===== config.mk =====
export PLATFORM = sky130hd
export DESIGN_NAME = stp_pin_ctrl
export DESIGN_NICKNAME = d
export VERILOG_FILES = /design/src/rtl/stp_pkg.sv /design/src/rtl/stp_clkout_gate.sv /design/src/rtl/stp_pin_ctrl.sv
export SDC_FILE = /design/constraint.sdc
export NUM_CORES = 1
export LEC_CHECK = 0
export ABC_AREA = 1
export BUFFER_PORTS_ARGS = -buffer_cell sky130_fd_sc_hd__buf_2
export CAP_MARGIN = 20
export CORE_AREA = 2 2 45 47
export CTS_CLUSTER_SIZE = 30
export DETAILED_ROUTE_END_ITERATION = 12
export DIE_AREA = 0 0 47 49
export PLACE_DENSITY = 0.72
export SYNTH_ARGS = -nofsm -noshare
export SYNTH_HDL_FRONTEND = slang
export SYNTH_SLANG_ARGS = --single-unit

===== constraint.sdc =====
create_clock -name clk -period 1.4 [get_ports clk]
set_input_delay 0.07 -clock clk [delete_from_list [all_inputs] [get_ports clk]]
set_output_delay 0.07 -clock clk [all_outputs]
set_load 0.01 [all_outputs]

===== src/rtl/stp_pkg.sv =====
// shared types and constants for the sleep/transmit pin control block
// assumes one 100 MHz core clock and a clock-output prescaler that pulses once per output cycle
package stp_pkg;

   // radio state as reported by the transceiver state machine
   typedef enum logic [2:0] {
      RADIO_OTHER,
      RADIO_SYNTH_READY,
      RADIO_AUTO_RETRY_TX,
      RADIO_AUTO_ACK_RX_BUSY,
      RADIO_IDLE_OFF,
      RADIO_LISTEN,
      RADIO_AUTO_ACK_LISTEN
   } stp_radio_e;

   // states that the pin itself holds the radio in
   typedef enum logic [1:0] {
      MODE_NORMAL,
      MODE_SLEEP,
      MODE_LISTEN_NOCLK,
      MODE_AACK_LISTEN_NOCLK
   } stp_mode_e;

   localparam int RATE_SEL_W = 3;
   localparam logic [RATE_SEL_W-1:0] RATE_SEL_FAST_A = 3'h6;
   localparam logic [RATE_SEL_W-1:0] RATE_SEL_FAST_B = 3'h7;

   // clock-output cycles granted to a host after a stop request
   localparam int CLKOUT_STOP_CYCLES = 35;
   localparam int CLKOUT_CNT_W = 6;
   localparam logic [CLKOUT_CNT_W-1:0] CLKOUT_CNT_LAST = 6'h22;
   localparam logic [CLKOUT_CNT_W-1:0] CLKOUT_CNT_ZERO = 6'h00;
   localparam logic [CLKOUT_CNT_W-1:0] CLKOUT_CNT_ONE = 6'h01;

endpackage : stp_pkg


===== src/rtl/stp_clkout_gate.sv =====
// clock-output gate: stops the output clock at once or after a fixed number of output cycles
// assumes outTick pulses for one core cycle per clock-output period, from the same clock
`timescale 1ns/1ps
module stp_clkout_gate (
   // clock and reset
   input wire logic clk,
   input wire logic srst,
   // requests
   input wire logic stopDelayed,
   input wire logic stopNow,
   input wire logic startReq,
   input wire logic outTick,
   // gate
   output logic clkOutEnable
);
   import stp_pkg::*;

   logic enable_r;
   logic counting_r;
   logic [CLKOUT_CNT_W-1:0] cnt_r;
   wire lastTick = counting_r && outTick && (cnt_r == CLKOUT_CNT_LAST);

   // restart wins: a frame arriving as the stop runs out must keep the host clocked
   always_ff @(posedge clk) begin
      if (srst) begin
         enable_r <= 1'b1;
         counting_r <= 1'b0;
         cnt_r <= CLKOUT_CNT_ZERO;
      end else if (startReq) begin
         enable_r <= 1'b1;
         counting_r <= 1'b0;
         cnt_r <= CLKOUT_CNT_ZERO;
      end else if (stopNow) begin
         enable_r <= 1'b0;
         counting_r <= 1'b0;
      end else if (stopDelayed) begin
         counting_r <= 1'b1;
         cnt_r <= CLKOUT_CNT_ZERO;
      end else if (lastTick) begin
         enable_r <= 1'b0;
         counting_r <= 1'b0;
      end else if (counting_r && outTick) begin
         cnt_r <= cnt_r + CLKOUT_CNT_ONE;
      end
   end

   assign clkOutEnable = enable_r;

   a_stop_only_last: assert property (@(posedge clk) disable iff (srst)
      $fell(enable_r) |-> $past(stopNow) || $past(lastTick))
      else $error("clock output stopped before its grace cycles ran out");

   a_immediate_stop: assert property (@(posedge clk) disable iff (srst)
      (stopNow && !startReq) |=> !enable_r)
      else $error("fast rate did not stop the clock output at once");

   a_restart_wins: assert property (@(posedge clk) disable iff (srst)
      startReq |=> enable_r && !counting_r)
      else $error("clock output not restarted");

endmodule : stp_clkout_gate


===== src/rtl/stp_pin_ctrl.sv =====
// sleep/transmit pin control: turns the multi-purpose pin into triggers and state overlays
// assumes radioState comes from the transceiver state machine on clk, the pin is asynchronous
//
// Behaviour
// - in synth-ready or auto-retry state the pin triggers frame or retry transmit
// - those triggers fire on a rising edge only, never on fall or level
// - busy auto-ack receive in slotted mode: rising edge starts acknowledgement frame
// - idle off plus rising edge enters sleep and disables clock output
// - sleep returns to idle off whenever the pin is low, level sensitive
// - listen plus rising edge enters no-clock listen and stops clock output
// - no-clock listen plus falling edge returns to listen and restarts clock
// - auto-ack listen plus rising edge enters its no-clock variant, clock stops
// - no-clock auto-ack listen plus falling edge returns and restarts clock
// - pin-entered state is held while pin high, left on its fall
// - sleep entry keeps clock output for 35 more output cycles
// - listen no-clock entry also stops clock after 35 output cycles
// - rate select six or seven stops clock output immediately on entry
// - frame start in either no-clock listen state restarts clock output
`timescale 1ns/1ps
module stp_pin_ctrl (
   // clock and reset
   input wire logic clk,
   input wire logic srst,
   // pin from the host
   input wire logic sleepTxPin,
   // transceiver context
   input wire stp_pkg::stp_radio_e radioState,
   input wire logic [stp_pkg::RATE_SEL_W-1:0] clockOutputRateSelect,
   input wire logic frameStart,
   input wire logic clkOutTick,
   // triggers to the transceiver
   output logic txStart,
   output logic autoRetryStart,
   output logic ackStart,
   // overlay state
   output stp_pkg::stp_mode_e pinMode,
   output logic sleepActive,
   output logic listenNoclk,
   output logic aackListenNoclk,
   // clock output gate
   output logic clockOutputEnable
);
   import stp_pkg::*;

   // two-stage synchroniser; the first stage feeds only the second
   logic pinMeta_r;
   logic pinSync_r;
   logic pinPrev_r;

   always_ff @(posedge clk) begin
      if (srst) begin
         pinMeta_r <= 1'b0;
         pinSync_r <= 1'b0;
         pinPrev_r <= 1'b0;
      end else begin
         pinMeta_r <= sleepTxPin;
         pinSync_r <= pinMeta_r;
         pinPrev_r <= pinSync_r;
      end
   end

   wire pinRise = pinSync_r && !pinPrev_r;
   wire pinFall = !pinSync_r && pinPrev_r;

   stp_mode_e mode_r;
   stp_mode_e mode_nxt;

   // a pin action fires only on a synchronised rise, in one radio state, with no overlay active
   function automatic logic riseIn(input logic normal, input logic rise, input stp_radio_e cur,
                                   input stp_radio_e want);
      return normal && rise && (cur == want);
   endfunction : riseIn

   // decode
   wire inNormal = (mode_r == MODE_NORMAL);
   wire rateFast = (clockOutputRateSelect == RATE_SEL_FAST_A) ||
                   (clockOutputRateSelect == RATE_SEL_FAST_B);
   wire trigSynth = riseIn(inNormal, pinRise, radioState, RADIO_SYNTH_READY);
   wire trigRetry = riseIn(inNormal, pinRise, radioState, RADIO_AUTO_RETRY_TX);
   wire trigAck = riseIn(inNormal, pinRise, radioState, RADIO_AUTO_ACK_RX_BUSY);
   wire goSleep = riseIn(inNormal, pinRise, radioState, RADIO_IDLE_OFF);
   wire goListenNc = riseIn(inNormal, pinRise, radioState, RADIO_LISTEN);
   wire goAackNc = riseIn(inNormal, pinRise, radioState, RADIO_AUTO_ACK_LISTEN);
   wire inNoclk = (mode_r == MODE_LISTEN_NOCLK) || (mode_r == MODE_AACK_LISTEN_NOCLK);
   wire leaveSleep = (mode_r == MODE_SLEEP) && !pinSync_r;
   wire leaveNoclk = inNoclk && pinFall;
   wire enterStop = goSleep || goListenNc || goAackNc;

   always_comb begin
      mode_nxt = mode_r;
      case (mode_r)
         MODE_NORMAL: begin
            if (goSleep) begin
               mode_nxt = MODE_SLEEP;
            end else if (goListenNc) begin
               mode_nxt = MODE_LISTEN_NOCLK;
            end else if (goAackNc) begin
               mode_nxt = MODE_AACK_LISTEN_NOCLK;
            end
         end
         MODE_SLEEP: begin
            if (leaveSleep) begin
               mode_nxt = MODE_NORMAL;
            end
         end
         MODE_LISTEN_NOCLK, MODE_AACK_LISTEN_NOCLK: begin
            if (pinFall) begin
               mode_nxt = MODE_NORMAL;
            end
         end
         default: begin
            mode_nxt = MODE_NORMAL;
         end
      endcase
   end

   logic txStart_r;
   logic autoRetryStart_r;
   logic ackStart_r;

   always_ff @(posedge clk) begin
      if (srst) begin
         mode_r <= MODE_NORMAL;
         txStart_r <= 1'b0;
         autoRetryStart_r <= 1'b0;
         ackStart_r <= 1'b0;
      end else begin
         mode_r <= mode_nxt;
         txStart_r <= trigSynth;
         autoRetryStart_r <= trigRetry;
         ackStart_r <= trigAck;
      end
   end

   // clock restart on wake, on return to listen, or on a frame starting while no-clock
   wire clkStart = leaveSleep || leaveNoclk || (inNoclk && frameStart);
   wire clkStopNow = enterStop && rateFast;
   wire clkStopLater = enterStop && !rateFast;

   stp_clkout_gate uGate (
      .clk(clk),
      .srst(srst),
      .stopDelayed(clkStopLater),
      .stopNow(clkStopNow),
      .startReq(clkStart),
      .outTick(clkOutTick),
      .clkOutEnable(clockOutputEnable)
   );

   assign txStart = txStart_r;
   assign autoRetryStart = autoRetryStart_r;
   assign ackStart = ackStart_r;
   assign pinMode = mode_r;
   assign sleepActive = (mode_r == MODE_SLEEP);
   assign listenNoclk = (mode_r == MODE_LISTEN_NOCLK);
   assign aackListenNoclk = (mode_r == MODE_AACK_LISTEN_NOCLK);

   // checks
   a_sync_delay: assert property (@(posedge clk) disable iff (srst)
      $rose(pinSync_r) |-> $past(sleepTxPin, 2))
      else $error("pin edge seen without two synchroniser stages");

   a_tx_rise: assert property (@(posedge clk) disable iff (srst)
      (inNormal && pinRise && radioState == RADIO_SYNTH_READY) |=> txStart)
      else $error("rising pin in synth-ready did not start transmit");

   a_tx_edge_only: assert property (@(posedge clk) disable iff (srst)
      txStart || autoRetryStart |-> $past(pinRise))
      else $error("transmit trigger without a rising edge");

   a_retry_rise: assert property (@(posedge clk) disable iff (srst)
      (inNormal && pinRise && radioState == RADIO_AUTO_RETRY_TX) |=> autoRetryStart)
      else $error("rising pin in auto-retry state did not start retry");

   a_ack_rise: assert property (@(posedge clk) disable iff (srst)
      (inNormal && pinRise && radioState == RADIO_AUTO_ACK_RX_BUSY) |=> ackStart)
      else $error("rising pin in busy auto-ack did not start acknowledgement");

   a_sleep_entry: assert property (@(posedge clk) disable iff (srst)
      (inNormal && pinRise && radioState == RADIO_IDLE_OFF) |=> sleepActive)
      else $error("idle off did not enter sleep");

   a_sleep_wake: assert property (@(posedge clk) disable iff (srst)
      (sleepActive && !pinSync_r) |=> !sleepActive ##1 clockOutputEnable)
      else $error("low pin did not wake from sleep");

   a_listen_noclk: assert property (@(posedge clk) disable iff (srst)
      (inNormal && pinRise && radioState == RADIO_LISTEN) |=> listenNoclk)
      else $error("listen did not enter no-clock listen");

   a_listen_back: assert property (@(posedge clk) disable iff (srst)
      (listenNoclk && pinFall) |=> !listenNoclk ##1 clockOutputEnable)
      else $error("falling pin did not return to listen with clock");

   a_aack_noclk: assert property (@(posedge clk) disable iff (srst)
      (inNormal && pinRise && radioState == RADIO_AUTO_ACK_LISTEN) |=> aackListenNoclk)
      else $error("auto-ack listen did not enter no-clock variant");

   a_aack_back: assert property (@(posedge clk) disable iff (srst)
      (aackListenNoclk && pinFall) |=> !aackListenNoclk ##1 clockOutputEnable)
      else $error("falling pin did not return to auto-ack listen");

   a_hold_high: assert property (@(posedge clk) disable iff (srst)
      (inNoclk && pinSync_r) |=> inNoclk)
      else $error("no-clock state left while pin still high");

   a_grace_clock: assert property (@(posedge clk) disable iff (srst)
      (enterStop && !rateFast) |=> clockOutputEnable [*2])
      else $error("clock output stopped without grace cycles");

   a_fast_stop: assert property (@(posedge clk) disable iff (srst)
      (enterStop && rateFast) |-> ##2 !clockOutputEnable)
      else $error("fast rate did not stop clock at once");

   a_frame_restart: assert property (@(posedge clk) disable iff (srst)
      (inNoclk && frameStart) |-> ##2 clockOutputEnable)
      else $error("frame start did not restart clock output");

   c_sleep_cycle: cover property (@(posedge clk) disable iff (srst)
      sleepActive ##[1:200] !sleepActive);

   c_listen_cycle: cover property (@(posedge clk) disable iff (srst)
      listenNoclk && frameStart ##[1:200] !listenNoclk);

   c_tx_trigger: cover property (@(posedge clk) disable iff (srst) txStart);

   c_grace_expiry: cover property (@(posedge clk) disable iff (srst)
      sleepActive && $fell(clockOutputEnable));

endmodule : stp_pin_ctrl


# Word-level counts from Yosys, hierarchy flattened
# Index checks and enable logic that the tools add are counted.
totals:
  out_inout_bits: 9
  reg_bits: 16
  elab_cells: 77
op_classes:
  n_eq_ne: 17
  addsub: 1
  bitwise_logic: 1
  reduce_logical: 35
  mux: 13
op_table:
  columns: ["operator", "n"]
  rows:
  - ["6-bit 2-to-1 mux", 3]
  - ["1-bit logical AND", 16]
  - ["3-bit == test (second input constant)", 5]
  - ["2-bit 2-to-1 mux", 5]
  - ["6-bit by 1-bit adder with 6-bit output (second input constant)", 1]
  - ["3-bit by 2-bit == test with 1-bit output (second input constant)", 2]
  - ["6-bit == test (second input constant)", 1]
  - ["1-bit logical OR", 6]
  - ["2-bit != test (second input constant)", 3]
  - ["2-bit one-hot mux with 3 select lines", 1]
  - ["3-bit AND reduction", 2]
  - ["2-bit nonzero test", 3]
  - ["2-bit == test (second input constant)", 2]
  - ["1-bit 2-to-1 mux", 4]
  - ["4-bit by 1-bit != test with 1-bit output (second input constant)", 1]
  - ["2-bit OR reduction", 2]
  - ["3-bit by 1-bit == test with 1-bit output (second input constant)", 1]
  - ["1-bit logical NOT", 3]
  - ["3-bit OR reduction", 1]
  - ["2-bit by 1-bit == test with 1-bit output (second input constant)", 1]
  - ["2-bit logical NOT", 1]
  - ["2-bit by 1-bit != test with 1-bit output (second input constant)", 1]
  - ["2-bit AND reduction", 1]
  - ["1-bit NOT", 1]

# Longest topological paths before layout
depth:
  depth_word: 9
  mapped_depth: 9

# By module
# A second synthesis with hierarchy kept.
hier_totals:
  hier_cells: 126
  hier_area_um2: 860.8
by_module_without_submodules:
  columns: ["mod", "n_inst", "area_per_inst_um2", "seq_area_each_um2", "cells_each"]
  rows:
  - ["stp_clkout_gate", 1, 452.9, 160.2, 69]
  - ["stp_pin_ctrl", 1, 407.9, 160.2, 57]

# Worst setup path before layout
# No wires, ideal clock.
synth_timing:
  kind: "reg2reg"
  startpoint: "reg uGate.cnt_r[0]"
  endpoint: "reg uGate.cnt_r[1]"
  t_required_ps: 1285
  stages_incl_launch_ff: 8
  setup_slack_ps: 189
  arrival_ps: 1096
  path_cell_list: "dfxtp_1 -> inv_1 -> ha_1 -> nand3_1 -> nand3_4 -> nand2_1 -> o21ai_1 -> and2_1"
synth_via:
  elab_chain_cells: 4
  elab_cells_between_ends: 8
  classes_between: "add/sub: 1; eq/ne: 2; mux: 3; reduce/logical: 2"
synth_rtl:
  columns: ["element", "line_no", "rtl"]
  rows:
  - ["from (decl)", "stp_clkout_gate.sv:20", "logic [CLKOUT_CNT_W-1:0] cnt_r;"]
  - ["from (signal assigned)", "stp_clkout_gate.sv:43", "cnt_r <= cnt_r + CLKOUT_CNT_ONE;"]
  - ["6-bit by 1-bit adder with 6-bit output / 6-bit == test (equally long branches)", "stp_clkout_gate.sv:43, stp_clkout_gate.sv:21", null]
  - ["6-bit 2-to-1 mux / 1-bit logical AND (equally long branches)", "stp_clkout_gate.sv:42, stp_clkout_gate.sv:21", null]
  - ["6-bit 2-to-1 mux / 2-bit != test (equally long branches)", null, null]
  - ["6-bit 2-to-1 mux / 3-bit AND reduction (equally long branches)", null, null]
# Parallel ways exist; a longest one is shown, timed or not. The select of a mux whose other input is x is not followed.
# A chain may end at the register's enable or synchronous reset.

# Final worst setup path
layout_timing:
  startpoint: "reg uGate.cnt_r[2]"
  endpoint: "reg uGate.cnt_r[3]"
# Same word-level chain as after synthesis.

==> metrics <==
Async S/R FF share, synth=0%; total internal power=0.654 mW; DRT iter0 DRCs=11; synth warn=0; maximum capacitance violations=0; Detailed Route WL=1770 um; Initial Utilization=47.2%; Reg clk slew, reported paths=100 ps; drc violations=0; Critical Path Fanout Max=8; residual antenna-violating net count after detailed routing=0; cell area after synthesis=870 sq um; post-layout min period=1260 ps; CP max-delay cell=sky130_fd_sc_hd__dfxtp_1; floorplan die width=47 um; global-route wire length before repair=2910 um; Clk network pwr share=35.7%; DP Worst Slack=83.9 ps; kind of cell adding the most delay to the critical path=simple AND/OR/NAND/NOR gates; commonest cells after routing, fill and taps aside=sky130_fd_sc_hd__nand2_1, sky130_fd_sc_hd__nor2_1, sky130_fd_sc_hd__inv_1; largest stage delay on the critical path=390 ps; insertion delay to the later sink of the worst-skew pair=280 ps; Final #Nets=164; sequential share of power=54.3%; headroom to the max-slew limit=81.0%; diodes inserted=0; number of cells produced by synthesis=126; initial antenna violation count=0; final critical-path setup slack=140 ps; number of flops mapped to enable cells by yosys=0; post-synthesis average cell area=6.90 sq um; switching power=0.205 mW; count of vias placed by the detailed router=836; fraction of final layout cells with drive strength greater than 1=29.3%; final-report hold violation count=0; number of flip-flops and latches in the synthesized netlist=16; synthesis-to-finish area growth=22.6%; via count of the first global-routing pass=732; setup violation total in the final timing report=0; sequence of cells on the critical path=nor2_1, nand3_2, nand3_4, nand2_2, nand2_1, a21oi_2; power after layout=0.859 mW; CTS max path bufs=2; final period utilization=90.0%; y dimension of the die=49 um; net count after synthesis=139; clock net sink count=16; critical path buffer and inverter count=0; Max rail drop VDD=0.676 mV; global placer's final weighted congestion=0.785; GR Util All Layers=17.2%; post-synthesis sequential area ratio=36.8%; clock root buffer=sky130_fd_sc_hd__clkbuf_4; switch share=23.9%; required time reported for the critical path endpoint=1590 ps; mean routed wirelength per cell=10.0 um; core area=1840 sq um; flip-flop cell with the highest count after synthesis=sky130_fd_sc_hd__dfxtp_1; buffers added on ports=18; post-synth cell types=22; number of levels in the clock H-tree=1; number of pins exceeding their max-slew limit in the final report=0; setup repair after global routing missed its margin=no; element type at the critical path start=register; combinational share of power=10.0%; result of the run=complete, no violations; Worst Tran Pin Value=284 ps; Pre-antenna DRT Iters=4; static leakage=0.534 nW; maximum number of pins on one net before global-route repair=10; P per Cell Area=806 nW/um^2; Rows=16; skew final=2.33 ps; die footprint=2300 sq um; # IOs=20; mean number of vias per cell=4.72; CP Capture Type=register; path type of the worst min-delay path=in2reg; most frequent standard cell in the layout excluding fill and tap cells=sky130_fd_sc_hd__nand2_1; CTS buffer count=3; setup_tns=0 ps; CTS tree=yes; type of the worst setup path=reg2reg; half-perimeter wire length after placement=1350 um; highest attainable clock frequency=0.794 GHz; residual overflow from global routing=0; arrival time at the worst endpoint=1450 ps
-- metrics by stage --
| step | util (%) | cells | hold WS (ps) | area, sq um |
|---|---|---|---|---|
| 2_1_floorplan | - | 126 | 139 | 870 |
| 3_3_place_gp | 53.9 | 171 | 281 | 993 |
| 3_5_place_dp | 53.9 | 171 | 282 | 993 |
| 4_1_cts | 57.0 | 177 | 24.0 | 1050 |
| 5_1_grt | 57.9 | 177 | 26.8 | 1070 |
| 6_report | 57.9 | 177 | 30.4 | 1070 |
-- synth_stat cells (all sizes together), types with 2 or more instances --
| cell type | n | area [sq um] |
|---|---|---|
| ha | 2 | 25.0 |
| nor3 | 3 | 15.0 |
| o21ai | 6 | 33.8 |
| nand3 | 10 | 75.1 |
| inv | 23 | 86.3 |
| nand2 | 30 | 135 |
| a21oi | 5 | 28.8 |
| dfxtp | 16 | 320 |
| nor2 | 25 | 111 |
| nand4 | 3 | 18.8 |
-- sequential cells by signal (all words and copies together), names as in the netlist --
register            cells
uGate.cnt_r             6
pinMode                 2
ackStart                1
autoRetryStart          1
pinMeta_r               1
pinPrev_r               1
pinSync_r               1
txStart                 1
uGate.clkOutEnable      1
uGate.counting_r        1
-- per-layer routing --
| layer | up-vias | routed length [um] | track usage (%) |
|---|---|---|---|
| met5 | - | 0 | 0 |
| met4 | 0 | 22 | 5.56 |
| met3 | 4 | 77 | 4.44 |
| met2 | 14 | 861 | 27.6 |
| met1 | 382 | 811 | 21.7 |
| li1 | 436 | - | - |
-- final timing paths --
kind / slack (ps) / cells after the start / end / startpoint
hold reg to reg: 400 / 2 / pinSync_r / pinMeta_r
hold / removal: 30 / 2 / pinMode[1] / srst
setup reg to reg: 140 / 6 / uGate.cnt_r[3] / uGate.cnt_r[2]
setup / recovery: 140 / 6 / uGate.cnt_r[3] / uGate.cnt_r[2]
-- power groups by stage --
stage	clock, mW	sequential, mW	combinational [mW]
global route	0.337	0.468	0.0965
detailed placement	0	0.477	0.0810
global placement	0	0.477	0.0790
finish	0.306	0.467	0.0861
CTS	0.313	0.467	0.0856
floorplan	0	0.478	0.0516
-- kinds of logic after synthesis --
logic type / synth area share [%]
fa+ha+maj: 2.88
simple gates: 41.6
compound gates: 7.19
flops: 36.8
xor+xnor: 1.01
buf+inv: 10.5
-- cell type report --
cell class / count / area, sq um
clock buffer: 4 / 36.3
tap: 27 / 33.8
inverter: 24 / 91.3
multi-input combinational: 86 / 473
sequential: 16 / 322
fill: 185 / 776
timing repair buffer: 20 / 110
-- timing repair --
action,CTS,global route
gates resized for setup,0,5
hold buffers,2,0
endpoints found under the hold margin,2,0
endpoints found under the setup margin,0,7
setup buffers,0,0
Note: power is estimated with default switching activity, not from simulation.
